==> src/include/swt_defines.vh <==
/*
 * sleep/wake timer constants: offsets, fields, resets, clocks.
 * assumes an 8-bit register port with byte addresses.
 */
`ifndef SWT_DEFINES_VH
`define SWT_DEFINES_VH

// register offsets (byte addresses on the register port)
`define SWT_ADDR_IRQ_CTRL    8'hA1
`define SWT_ADDR_CTRL        8'hA2
`define SWT_ADDR_EVT_LOW     8'hA3
`define SWT_ADDR_EVT_HIGH    8'hA4
`define SWT_ADDR_CNT_LOW     8'hA5
`define SWT_ADDR_CNT_HIGH    8'hA6
`define SWT_ADDR_CONFIG      8'hA8
`define SWT_ADDR_INT_STATUS  8'hA9
`define SWT_ADDR_INT_MASK    8'hAA

// sleep_timer_control fields
`define SWT_CTRL_RES_LSB     0
`define SWT_CTRL_CLEAR_BIT   2
`define SWT_CTRL_RSV_LSB     4
`define SWT_CTRL_RSV_RESET   3'h7

// sleep_irq_control fields
`define SWT_IRQ_PEND_BIT     0
`define SWT_IRQ_MASK_BIT     4
`define SWT_IRQ_RSV_BIT      5

// own configuration register fields
`define SWT_CFG_MODE_LSB     0
`define SWT_CFG_ENABLE_BIT   2
`define SWT_CFG_RCSEL_BIT    3

// interrupt status / mask bits
`define SWT_INT_CPU_FLAG     0
`define SWT_INT_WAKE         1

// reset values and counter clear value
`define SWT_EVT_LOW_RESET    8'h6B
`define SWT_EVT_HIGH_RESET   8'h87
`define SWT_CNT_CLEAR_VALUE  31'h0000_0004

// power modes
`define SWT_MODE_ACTIVE      2'h0
`define SWT_MODE_DEEP        2'h3

// clock figures
`define SWT_CLK_HZ           100000000
`define SWT_XTAL_HZ          32768
`define SWT_REF_HZ           26000000
`define SWT_RC_DIV           750
`define SWT_ACC_W            40

`endif

==> src/hdl/swt_tick_gen.v <==
/*
 * sleep tick generator: one-cycle enables at the crystal rate or
 * at reference / 750, from a fractional accumulator.
 * assumes one system clock and a synchronous active-low reset.
 */
`timescale 1ns/10ps
`include "swt_defines.vh"

module swt_tick_gen #(
    parameter CLK_HZ = `SWT_CLK_HZ,   // system clock rate
    parameter REF_HZ = `SWT_REF_HZ    // synthesizer reference rate
) (
    input  wire clk,                  // system clock
    input  wire rst_n,                // synchronous reset, active low
    input  wire rc_sel,               // 1: rc source, 0: crystal
    output reg  tick                  // one-cycle sleep clock enable
);

    //////////////////////////////////////////////////////////////////
    // accumulator constants, sized so the rc modulus does not wrap
    localparam [`SWT_ACC_W-1:0] CLK_W   = CLK_HZ;
    localparam [`SWT_ACC_W-1:0] XTAL_W  = `SWT_XTAL_HZ;
    localparam [`SWT_ACC_W-1:0] REF_W   = REF_HZ;
    localparam [`SWT_ACC_W-1:0] RCDIV_W = `SWT_RC_DIV;
    localparam [`SWT_ACC_W-1:0] MOD_RC  = CLK_W * RCDIV_W;

    reg  [`SWT_ACC_W-1:0] acc;        // phase accumulator
    reg                   rc_q;       // source seen last cycle
    wire [`SWT_ACC_W-1:0] inc;        // phase step per clock
    wire [`SWT_ACC_W-1:0] modulus;    // phase per sleep tick
    wire [`SWT_ACC_W-1:0] sum;        // advanced phase

    assign inc     = rc_sel ? REF_W : XTAL_W;
    assign modulus = rc_sel ? MOD_RC : CLK_W;
    assign sum     = acc + inc;

    //////////////////////////////////////////////////////////////////
    // advance phase; restart it when the source changes so the
    // remainder of one source never leaks into the other
    always @(posedge clk) begin
        if (!rst_n) begin
            acc  <= {`SWT_ACC_W{1'b0}};
            rc_q <= 1'b0;
            tick <= 1'b0;
        end else begin
            rc_q <= rc_sel;
            if (rc_q != rc_sel) begin
                // source switched: restart phase
                acc  <= {`SWT_ACC_W{1'b0}};
                tick <= 1'b0;
            end else if (sum >= modulus) begin
                // one sleep period elapsed
                acc  <= sum - modulus;
                tick <= 1'b1;
            end else begin
                acc  <= sum;
                tick <= 1'b0;
            end
        end
    end

endmodule // swt_tick_gen

==> src/hdl/swt_sleep_timer.v <==
/*
 * sleep/wake timer: sleep counter, window,
 * event compare, pending and cpu flags,
 * interrupt and wake requests, register port.
 * assumes one clock, synchronous active-low reset,
 * never both strobes at once.
 */
// Local design decision: strobed register access.
`timescale 1ns/10ps
`include "swt_defines.vh"

module swt_sleep_timer #(
    parameter CLK_HZ = `SWT_CLK_HZ,     // system clock rate
    parameter REF_HZ = `SWT_REF_HZ      // synthesizer reference rate
) (
    input  wire       clk,              // system clock
    input  wire       rst_n,            // synchronous reset, active low
    input  wire [7:0] reg_addr,         // register byte address
    input  wire [7:0] reg_wdata,        // register write data
    input  wire       reg_wr,           // write strobe
    input  wire       reg_rd,           // read strobe
    output reg  [7:0] reg_rdata,        // read data, cycle after strobe
    output reg        wake_req,         // pulse: return to active mode
    output wire       cpu_sleep_irq_flag,   // cpu-level flag, level
    output wire       sleep_tick_interrupt, // request to processor
    output wire       irq               // combined interrupt, level
);

    //////////////////////////////////////////////////////////////////
    // address match, used by every register write
    function hit;
        input [7:0] addr;               // presented address
        input [7:0] offset;             // register offset
        begin
            hit = (addr == offset);
        end
    endfunction

    // 16-bit window of the sleep counter for a resolution setting
    function [15:0] window;
        input [30:0] count;             // sleep counter
        input [1:0]  res;               // resolution setting
        begin
            case (res)
                2'h0:    window = count[15:0];
                2'h1:    window = count[20:5];
                2'h2:    window = count[25:10];
                2'h3:    window = count[30:15];
                default: window = count[15:0];
            endcase
        end
    endfunction

    // true when the bits below the window are all zero
    function below_zero;
        input [30:0] count;             // sleep counter
        input [1:0]  res;               // resolution setting
        begin
            case (res)
                2'h0:    below_zero = 1'b1;
                2'h1:    below_zero = (count[4:0] == 5'h00);
                2'h2:    below_zero = (count[9:0] == 10'h000);
                2'h3:    below_zero = (count[14:0] == 15'h0000);
                default: below_zero = 1'b1;
            endcase
        end
    endfunction

    //////////////////////////////////////////////////////////////////
    // state
    reg  [30:0] count;                  // 31-bit sleep counter
    reg  [15:0] mantissa;               // wake_event_mantissa
    reg  [1:0]  res;                    // resolution field
    reg  [2:0]  ctrl_rsv;               // reserved control bits 6:4
    reg         event_zero_pending;     // local pending flag
    reg         event_zero_irq_mask;    // passes event to cpu flag
    reg         irq_rsv;                // reserved irq control bit 5
    reg  [1:0]  power_mode;             // power-mode selection
    reg         sleep_irq_enable;       // cpu interrupt enable
    reg         rc_sel;                 // 1: rc oscillator source
    reg  [1:0]  int_status;             // sticky event bits
    reg  [1:0]  int_mask;               // gates status onto irq

    wire        tick;                   // sleep clock enable
    wire [30:0] count_inc;              // counter plus one
    wire [15:0] next_window;            // window after this tick
    wire [15:0] cur_window;             // window of the current count
    wire        wake_event;             // event zero this cycle
    wire        counter_clear;          // clear bit written as one
    wire        wr_irq_ctrl;            // write to sleep_irq_control
    wire        wr_ctrl;                // write to control
    wire        wr_status;              // write to status
    wire        light_sleep;            // in a lighter sleep state
    wire [1:0]  status_set;             // hardware sets this cycle
    wire [1:0]  status_clr;             // software clears this cycle
    reg  [7:0]  next_rdata;             // read data for next cycle

    //////////////////////////////////////////////////////////////////
    // slow sleep clock as a one-cycle enable
    swt_tick_gen #(
        .CLK_HZ (CLK_HZ),
        .REF_HZ (REF_HZ)
    ) u_tick (
        .clk    (clk),
        .rst_n  (rst_n),
        .rc_sel (rc_sel),
        .tick   (tick)
    );

    //////////////////////////////////////////////////////////////////
    // event compare: the window of the value about to be loaded
    // matches the mantissa at the start of a window step, so the
    // event fires once per interval of mantissa * 2^(5*res) ticks
    assign count_inc   = count + 31'h0000_0001;
    assign next_window = window(count_inc, res);
    assign cur_window  = window(count, res);
    assign wake_event  = tick && (next_window == mantissa)
                         && below_zero(count_inc, res);

    // write decodes
    assign wr_irq_ctrl   = reg_wr && hit(reg_addr, `SWT_ADDR_IRQ_CTRL);
    assign wr_ctrl       = reg_wr && hit(reg_addr, `SWT_ADDR_CTRL);
    assign wr_status     = reg_wr && hit(reg_addr, `SWT_ADDR_INT_STATUS);
    assign counter_clear = wr_ctrl && reg_wdata[`SWT_CTRL_CLEAR_BIT];

    // lighter sleep states are every mode but the deepest
    assign light_sleep = (power_mode != `SWT_MODE_DEEP);

    //////////////////////////////////////////////////////////////////
    // sleep counter: clear wins, then restart on event, then count;
    // resolution writes never touch it
    always @(posedge clk) begin
        if (!rst_n) begin
            count <= 31'h0000_0000;
        end else if (counter_clear) begin
            count <= `SWT_CNT_CLEAR_VALUE;
        end else if (wake_event) begin
            // interval restarts from zero
            count <= 31'h0000_0000;
        end else if (tick) begin
            count <= count_inc;
        end
    end

    //////////////////////////////////////////////////////////////////
    // control register: resolution, reserved bits; clear is a strobe
    always @(posedge clk) begin
        if (!rst_n) begin
            res      <= 2'h0;
            ctrl_rsv <= `SWT_CTRL_RSV_RESET;
        end else if (wr_ctrl) begin
            // only the view changes, the counter keeps running
            res      <= reg_wdata[`SWT_CTRL_RES_LSB +: 2];
            ctrl_rsv <= reg_wdata[`SWT_CTRL_RSV_LSB +: 3];
        end
    end

    //////////////////////////////////////////////////////////////////
    // mantissa bytes; software restarts the counter before lowering
    // the mantissa, otherwise the match waits until the 16-bit window wraps
    always @(posedge clk) begin
        if (!rst_n) begin
            mantissa[15:8] <= `SWT_EVT_HIGH_RESET;
            mantissa[7:0]  <= `SWT_EVT_LOW_RESET;
        end else if (reg_wr) begin
            if (hit(reg_addr, `SWT_ADDR_EVT_HIGH)) begin
                mantissa[15:8] <= reg_wdata;
            end
            if (hit(reg_addr, `SWT_ADDR_EVT_LOW)) begin
                mantissa[7:0] <= reg_wdata;
            end
        end
    end

    //////////////////////////////////////////////////////////////////
    // sleep_irq_control: pending flag set by event, cleared by
    // writing zero; a set in the same cycle wins
    always @(posedge clk) begin
        if (!rst_n) begin
            event_zero_pending  <= 1'b0;
            event_zero_irq_mask <= 1'b0;
            irq_rsv             <= 1'b0;
        end else begin
            if (wake_event) begin
                event_zero_pending <= 1'b1;
            end else if (wr_irq_ctrl &&
                         !reg_wdata[`SWT_IRQ_PEND_BIT]) begin
                event_zero_pending <= 1'b0;
            end
            if (wr_irq_ctrl) begin
                event_zero_irq_mask <= reg_wdata[`SWT_IRQ_MASK_BIT];
                irq_rsv             <= reg_wdata[`SWT_IRQ_RSV_BIT];
            end
        end
    end

    //////////////////////////////////////////////////////////////////
    // own configuration: power mode, cpu enable, clock source
    always @(posedge clk) begin
        if (!rst_n) begin
            power_mode       <= `SWT_MODE_ACTIVE;
            sleep_irq_enable <= 1'b0;
            rc_sel           <= 1'b0;
        end else if (reg_wr && hit(reg_addr, `SWT_ADDR_CONFIG)) begin
            power_mode       <= reg_wdata[`SWT_CFG_MODE_LSB +: 2];
            sleep_irq_enable <= reg_wdata[`SWT_CFG_ENABLE_BIT];
            rc_sel           <= reg_wdata[`SWT_CFG_RCSEL_BIT];
        end
    end

    //////////////////////////////////////////////////////////////////
    // sticky status: cpu flag when the masked event fires, wake bit
    // when the event pulls the chip out of a lighter sleep state
    assign status_set[`SWT_INT_CPU_FLAG] =
        wake_event && event_zero_irq_mask;
    assign status_set[`SWT_INT_WAKE] = wake_event && light_sleep;
    assign status_clr = wr_status ? reg_wdata[1:0] : 2'h0;

    // write one to clear; a set in the same cycle wins
    always @(posedge clk) begin
        if (!rst_n) begin
            int_status <= 2'h0;
        end else begin
            int_status <= (int_status & ~status_clr) | status_set;
        end
    end

    // mask register, same layout as status
    always @(posedge clk) begin
        if (!rst_n) begin
            int_mask <= 2'h0;
        end else if (reg_wr && hit(reg_addr, `SWT_ADDR_INT_MASK)) begin
            int_mask <= reg_wdata[1:0];
        end
    end

    //////////////////////////////////////////////////////////////////
    // wake request pulse, one cycle after the event
    always @(posedge clk) begin
        if (!rst_n) begin
            wake_req <= 1'b0;
        end else begin
            wake_req <= wake_event && light_sleep;
        end
    end

    //////////////////////////////////////////////////////////////////
    // interrupt outputs
    assign cpu_sleep_irq_flag = int_status[`SWT_INT_CPU_FLAG];
    // request needs flag and enable, and only in power mode 00
    assign sleep_tick_interrupt = cpu_sleep_irq_flag
                                  && sleep_irq_enable
                                  && (power_mode == `SWT_MODE_ACTIVE);
    // combined output: gated cpu request or unmasked wake bit
    assign irq = (sleep_tick_interrupt && int_mask[`SWT_INT_CPU_FLAG])
                 || (int_status[`SWT_INT_WAKE] && int_mask[`SWT_INT_WAKE]);

    //////////////////////////////////////////////////////////////////
    // read multiplexer; unmapped addresses read zero
    always @* begin
        next_rdata = 8'h00;
        case (reg_addr)
            `SWT_ADDR_IRQ_CTRL: begin
                next_rdata = {2'h0, irq_rsv, event_zero_irq_mask,
                              3'h0, event_zero_pending};
            end
            `SWT_ADDR_CTRL: begin
                // clear bit always reads zero
                next_rdata = {1'b0, ctrl_rsv, 2'h0, res};
            end
            `SWT_ADDR_EVT_LOW: begin
                next_rdata = mantissa[7:0];
            end
            `SWT_ADDR_EVT_HIGH: begin
                next_rdata = mantissa[15:8];
            end
            `SWT_ADDR_CNT_LOW: begin
                next_rdata = cur_window[7:0];
            end
            `SWT_ADDR_CNT_HIGH: begin
                next_rdata = cur_window[15:8];
            end
            `SWT_ADDR_CONFIG: begin
                next_rdata = {4'h0, rc_sel, sleep_irq_enable,
                              power_mode};
            end
            `SWT_ADDR_INT_STATUS: begin
                next_rdata = {6'h00, int_status};
            end
            `SWT_ADDR_INT_MASK: begin
                next_rdata = {6'h00, int_mask};
            end
            default: begin
                next_rdata = 8'h00;
            end
        endcase
    end

    // read data stands only in the cycle after the strobe
    always @(posedge clk) begin
        if (!rst_n) begin
            reg_rdata <= 8'h00;
        end else if (reg_rd) begin
            reg_rdata <= next_rdata;
        end else begin
            reg_rdata <= 8'h00;
        end
    end

endmodule // swt_sleep_timer

==> config.mk <==
export PLATFORM = sky130hd
export DESIGN_NAME = swt_sleep_timer
export DESIGN_NICKNAME = d
export VERILOG_FILES = /design/src/hdl/swt_tick_gen.v /design/src/hdl/swt_sleep_timer.v
export VERILOG_INCLUDE_DIRS = /design/src /design/src/include
export SDC_FILE = /design/constraint.sdc
export NUM_CORES = 1
export LEC_CHECK = 0
export ABC_AREA = 1
export BUFFER_PORTS_ARGS = -buffer_cell sky130_fd_sc_hd__buf_4
export CAP_MARGIN = 20
export CORE_MARGIN = 1
export CORE_UTILIZATION = 30
export DETAILED_ROUTE_END_ITERATION = 6
export PLACE_DENSITY = 0.44
export SLEW_MARGIN = 20
export SYNTH_ARGS = -nofsm -noshare
export SYNTH_HDL_FRONTEND = slang
export SYNTH_SLANG_ARGS = --single-unit
==> constraint.sdc <==
create_clock -name clk -period 4.45 [get_ports clk]
set_clock_uncertainty 0.2 [all_clocks]
set_input_delay 0.2225 -clock clk [delete_from_list [all_inputs] [get_ports clk]]
set_output_delay 0.2225 -clock clk [all_outputs]
set_load 0.01 [all_outputs]
## Word level (Yosys, flattened, before mapping)

Cells that the tools add are included.

| storage, ports and cells | value |
|---|---|
| register bits after elaboration | 114 |
| word-level logic and storage cells | 85 |

| operators by class | value |
|---|---|
| reduce and logical (&&, ||, !) cells | 29 |
| equal/unequal tests | 15 |
| order comparisons | 1 |
| bitwise gates (word level) | 4 |
| add/sub/neg operators | 3 |
| muxes and demuxes | 14 |

Operator list:

| kind | count |
|---|---|
| one-hot mux 16 bit (4 select lines) | 2 |
| equality test 8 bit (second input constant) | 9 |
| one-hot mux 8 bit (9 select lines) | 1 |
| adder 40 bit | 1 |
| greater-or-equal comparator 40 bit | 1 |
| 2-to-1 mux 40 bit | 1 |
| subtractor 40 bit | 1 |
| 2-to-1 mux 37 bit | 1 |
| adder 31 x 1 -> 31 bit (second input constant) | 1 |
| 2-to-1 mux 25 bit | 1 |
| equality test 16 bit | 1 |
| logical AND 1 bit | 15 |
| logical NOT 15 bit | 1 |
| logical NOT 10 bit | 1 |
| 2-to-1 mux 3 bit | 3 |
| AND reduction 2 bit | 3 |
| logical NOT 5 bit | 1 |
| equality test 2 bit (second input constant) | 2 |
| logical NOT 2 bit | 2 |
| one-hot mux 1 bit (4 select lines) | 1 |
| 2-to-1 mux 1 bit | 3 |
| nonzero test 3 bit | 1 |
| OR reduction 3 bit | 1 |
| AND 2 bit | 1 |
| 11 further kinds | 11 |

## Depth between registers and ports, before layout

| logic depth | value |
|---|---|
| depth after elaboration | 7 |
| depth in mapped cells | 25 |

## Modules after synthesis

Synthesis repeated with hierarchy kept, for this count alone.

| second synthesis, totals | value |
|---|---|
| cell total of the unflattened synthesis | 1687 |
| area total of the unflattened synthesis | 9660.5 sq um |

Modules (own cells, without submodules):

| module | sequential area each (sq um) | area an instance (sq um) | cells an instance | times used |
|---|---|---|---|---|
| swt_sleep_timer | 1441.4 | 5074.9 | 855 | 1 |
| swt_tick_gen | 700.7 | 4585.6 | 832 | 1 |

## Worst setup path before layout

OpenSTA, ideal clock, no wires.

| path | value |
|---|---|
| kind | register to register |
| from | register rc_sel |
| to | register u_tick.acc[18] |
| setup slack | 246 ps |
| stages on the path, launching flop included | 23 |
| required time | 4134 ps |
| arrival | 3888 ps |
| clock period less this slack | 4204 ps |
| cell sequence | dfxtp_1 > inv_1 > ha_1 > inv_1 > nand3_1 > nand2_1 > nand4_1 > nand3_1 > inv_1 > o21ai_0 > nand3_1 > xnor2_1 > ha_1 > inv_1 > nor2_2 > nand2_1 > nor2_2 > a21oi_4 > nand2_8 > inv_6 > buf_8 > nor2_1 > nor2_1 |

| between the ends | value |
|---|---|
| word-level cells in the longest chain between the ends | 4 |
| elaborated cells on any way between the ends | 8 |

Ends and longest elaborated chain:

| element | RTL line | text |
|---|---|---|
| start, declared | swt_sleep_timer.v:80 | `reg rc_sel;` |
| start signal, assigned | swt_sleep_timer.v:207 | `` rc_sel <= reg_wdata[`SWT_CFG_RCSEL_BIT]; `` |
| 2-to-1 mux 25 bit | swt_tick_gen.v:33 | `assign inc = rc_sel ? REF_W : XTAL_W;` |
| adder 40 bit | swt_tick_gen.v:35 | `assign sum = acc + inc;` |
| subtractor 40 bit / greater-or-equal comparator 40 bit (equally long branches) | swt_tick_gen.v:53, swt_tick_gen.v:51 |  |
| 2-to-1 mux 40 bit | swt_tick_gen.v:51 | `end else if (sum >= modulus) begin` |
| end signal, assigned | swt_tick_gen.v:49 | `` acc <= {`SWT_ACC_W{1'b0}}; `` |
| end signal, assigned | swt_tick_gen.v:53 | `acc <= sum - modulus;` |
| end signal, assigned | swt_tick_gen.v:56 | `acc <= sum;` |
| end, declared | swt_tick_gen.v:27 | `` reg [`SWT_ACC_W-1:0] acc; `` |

Parallel ways exist; a longest one is shown, timed or not.
A chain may end at the register's enable or synchronous reset.

## Worst setup path after layout

| path | value |
|---|---|
| from | register rc_sel |
| to | register u_tick.acc[9] |

The elaborated chain is that of the path after synthesis.

==> metrics.yaml <==
synthCells: 1740
fillers: 3671
hpwl_mm: 31.0
cts_buffers: 9
post-route-period-util_pct: 91.2
rows: 65
multi_input_area_sq_mm: 0.00662
drt-pass1-iter-count: 6
cts_tree: "yes"
grt_pass1_vias: 10500
startpoint_type: "register"
crit_chain: "buf_12 > ha_1 > nand2_1 > nand2_1 > nor2_2 > nand2_2 > nand2_1 > nand3_1 > a21oi_1 > xor2_1 > ha_1 > a21oi_1 > inv_1 > nand2_1 > nand2_1 > a21oi_1 > nand3_2 > nand2_4 > nand2_8 > inv_8 > nand2_1 > nand2_1 > nor2_1"
cts_htree_levels: 3
place.gp.congestion: 0.927
max_stage_delay_ps: 380
setup-violations-final: 0
cp_num_buf_inv: 3
synth_edf_count: 0
ys_seq_area_share_pct: 21.8
ant_nets: 0
slew_headroom_pct: 44.4
die_w_um: 183
max_cap_viol_count: 0
status: "completed"
viasPerCell: 4.99
leakage_nw: 5.06
worst_pin_slew_ps: 831
grt_start_max_net_pins: 45
portBuffers: 31
hold_violations: 0
irDropWorstVdd_mv: 0.269
slowest_stage: "ha_1"
arrival_ps: 4130
synth_nets: 1789
synthArstFlopShare_pct: 0
coreArea_sq_mm: 0.0319
vias: 11100
synth_area_sq_mm: 0.00983
grtUsageTotal_pct: 23.4
regArea_sq_mm: 0.00214
cts_sinks: 107
dr.first_iter.drc_count: 853
fin_setup_tns_ps: 0
yosysWarnings: 0
drc: 0
power_density_mw_per_mm2: 444
drive_gt1_share_pct: 8.13
die_h_um: 183
ys.flop_type: "dfxtp_1"
wl_per_cell_um: 17.5
grt_overflow: 0
root_buffer: "clkbuf_16"
final_cell_area_sq_mm: 0.0110
clk_pin_slew_worst_paths_ps: 80
max_freq_mhz: 246
fin_nets: 1827
io_pins: 32
cts.path.max_buffers: 2
finalMaxSlewViolations: 0
die-area_sq_mm: 0.0335
setup.worst_path.end_class: "register"
grt_pass1_wl_mm: 60.1
worstPathMaxFanout: 20
rsz0062_at_grt: "no"
initial_core_util_pct: 30.8
post_dp_cell_area_sq_mm: 0.0106
synthToLayoutAreaGrowth_pct: 12.4
synth_cell_type_count: 51
wl_mm: 38.8
cp_top_family: "simple AND/OR/NAND/NOR gates"
crit_required_ps: 4520
avgSynthCellArea_sq_um: 5.65
critPathKind: "reg -> reg"
ys_seq_elements: 107
min_period_ps: 4060
antenna_found_initial: 0
clk_latency_ps: 380
diodes: 0
critical_path.most_common_cell: "nand2_1"
min_path_type: "in -> reg"
## worst paths after layout
check / start / endpoint / slack, ps / cells past startpoint
worst max-delay path: rc_sel$_SDFFE_PN0P_ / u_tick.acc[9]$_SDFF_PP0_ / 390 / 23
worst min register to register: ctrl_rsv[1]$_SDFFE_PN1P_ / ctrl_rsv[1]$_SDFFE_PN1P_ / 280 / 2
worst max register to register: rc_sel$_SDFFE_PN0P_ / u_tick.acc[9]$_SDFF_PP0_ / 390 / 23
worst min-delay path: reg_addr[3] / reg_rdata[0]$_SDFF_PN0_ / 20 / 4
## metal layers
metal	GRT usage (%)	vias up	part of all wire [%]	routed length [um]
li1	-	5666	-	-
met1	29.2	5084	45	17300
met2	41.2	260	48	18800
met3	2.46	58	3.5	1360
met4	9.00	0	3.4	1340
met5	0	-	0	0
## layout by cell type (no fill, tap or decap), drive strengths merged, types with 6 or more instances in the layout
cell type    instances
a221oi               6
nand3              183
nand3b               6
dlygate4sd3         10
nor3                26
nand2              546
clkbuf              11
and2                 6
o221ai               7
o22ai               19
o21ai               93
inv                242
ha                  29
nand4               31
xor2                27
dfxtp              107
xnor2                9
nor2               267
a21oi               72
buf                 51
## stage by stage
step	util (%)	total power, W	std cells	hold WS (ps)	setup slack, ps
final	34.7	0.00490	2218	16.5	390
after global routing	34.7	0.00536	2218	22.1	1.61
after CTS	34.4	0.00481	2214	1.02	153
after detailed placement	33.1	0.00388	2189	254	172
after global placement	33.1	0.00388	2189	249	218
after floorplan	-	0.00325	1740	147	246
## registers in the layout, indices dropped and copies added (netlist names), 2 cells and up
signal	count
int_mask	2
reg_rdata	8
int_status	2
ctrl_rsv	3
res	2
power_mode	2
count	31
u_tick.acc	33
mantissa	16
## cells in the mapped netlist, types with 4 or more instances
cell type | count | area, sq um
a221oi_1 | 6 | 52.6
and2_1 | 5 | 31.3
a21oi_1 | 71 | 355
o21bai_1 | 5 | 37.5
buf_6 | 5 | 56.3
nand4_1 | 31 | 194
nor3_1 | 23 | 115
inv_2 | 4 | 15.0
o22ai_1 | 19 | 119
xor2_1 | 26 | 228
a31oi_1 | 5 | 31.3
dfxtp_1 | 107 | 2140
clkbuf_1 | 21 | 78.8
nand3_1 | 173 | 866
inv_1 | 235 | 882
nor2_4 | 4 | 45.0
nand3b_1 | 6 | 45.0
nor2_1 | 233 | 875
o221ai_1 | 7 | 61.3
nand2_2 | 15 | 93.8
buf_2 | 4 | 20.0
nand3_2 | 9 | 90.1
o21ai_1 | 13 | 65.1
nor2_2 | 30 | 188
nand2_1 | 529 | 1990
o211ai_1 | 4 | 30.0
o21ai_0 | 80 | 400
xnor2_1 | 9 | 78.8
ha_1 | 29 | 363
## repair_timing
item,4_1_cts,5_1_grt
hold buffers,9,1
gates resized for setup,0,7
endpoints found under the hold margin,29,1
endpoints found under the setup margin,0,32
setup buffers,0,2
## worst reg2reg max path, stage by stage, from the launching register on
cell	delay, ps
dfxtp_1	340
buf_12	160
ha_1	390
nand2_1	100
nand2_1	100
nor2_2	150
nand2_2	130
nand2_1	80
nand3_1	140
a21oi_1	210
xor2_1	270
ha_1	340
a21oi_1	160
inv_1	70
nand2_1	60
nand2_1	60
a21oi_1	180
nand3_2	160
nand2_4	180
nand2_8	150
inv_8	160
nand2_1	60
nand2_1	50
nor2_1	40
## report_power, final
group          internal (W)  switching (W)  total, W
combinational      0.000858        0.00182   0.00267
sequential          0.00112       0.000202   0.00132
clock              0.000476       0.000433  0.000909
total               0.00245        0.00245   0.00490
## cell type report
class	count	share of cell area, %
Clock buffer	11	2.29
Clock inverter	5	0.600
Inverter	243	8.32
Multi-Input combinational cell	1356	59.9
Sequential cell	107	19.4
Tap cell	435	4.93
Timing Repair Buffer	61	4.60
## cell families (layout without fill, tap and decap cells)
kind of cell | Yosys count | in the layout | share of synthesized area [%]
fa+ha+maj | 29 | 29 | 3.69
flops | 107 | 107 | 21.8
buf+inv | 278 | 320 | 11.4
simple gates | 1071 | 1072 | 47.3
xor+xnor | 36 | 36 | 3.29
compound gates | 219 | 219 | 12.6
No activity file was read; power rests on OpenSTA's default activity.
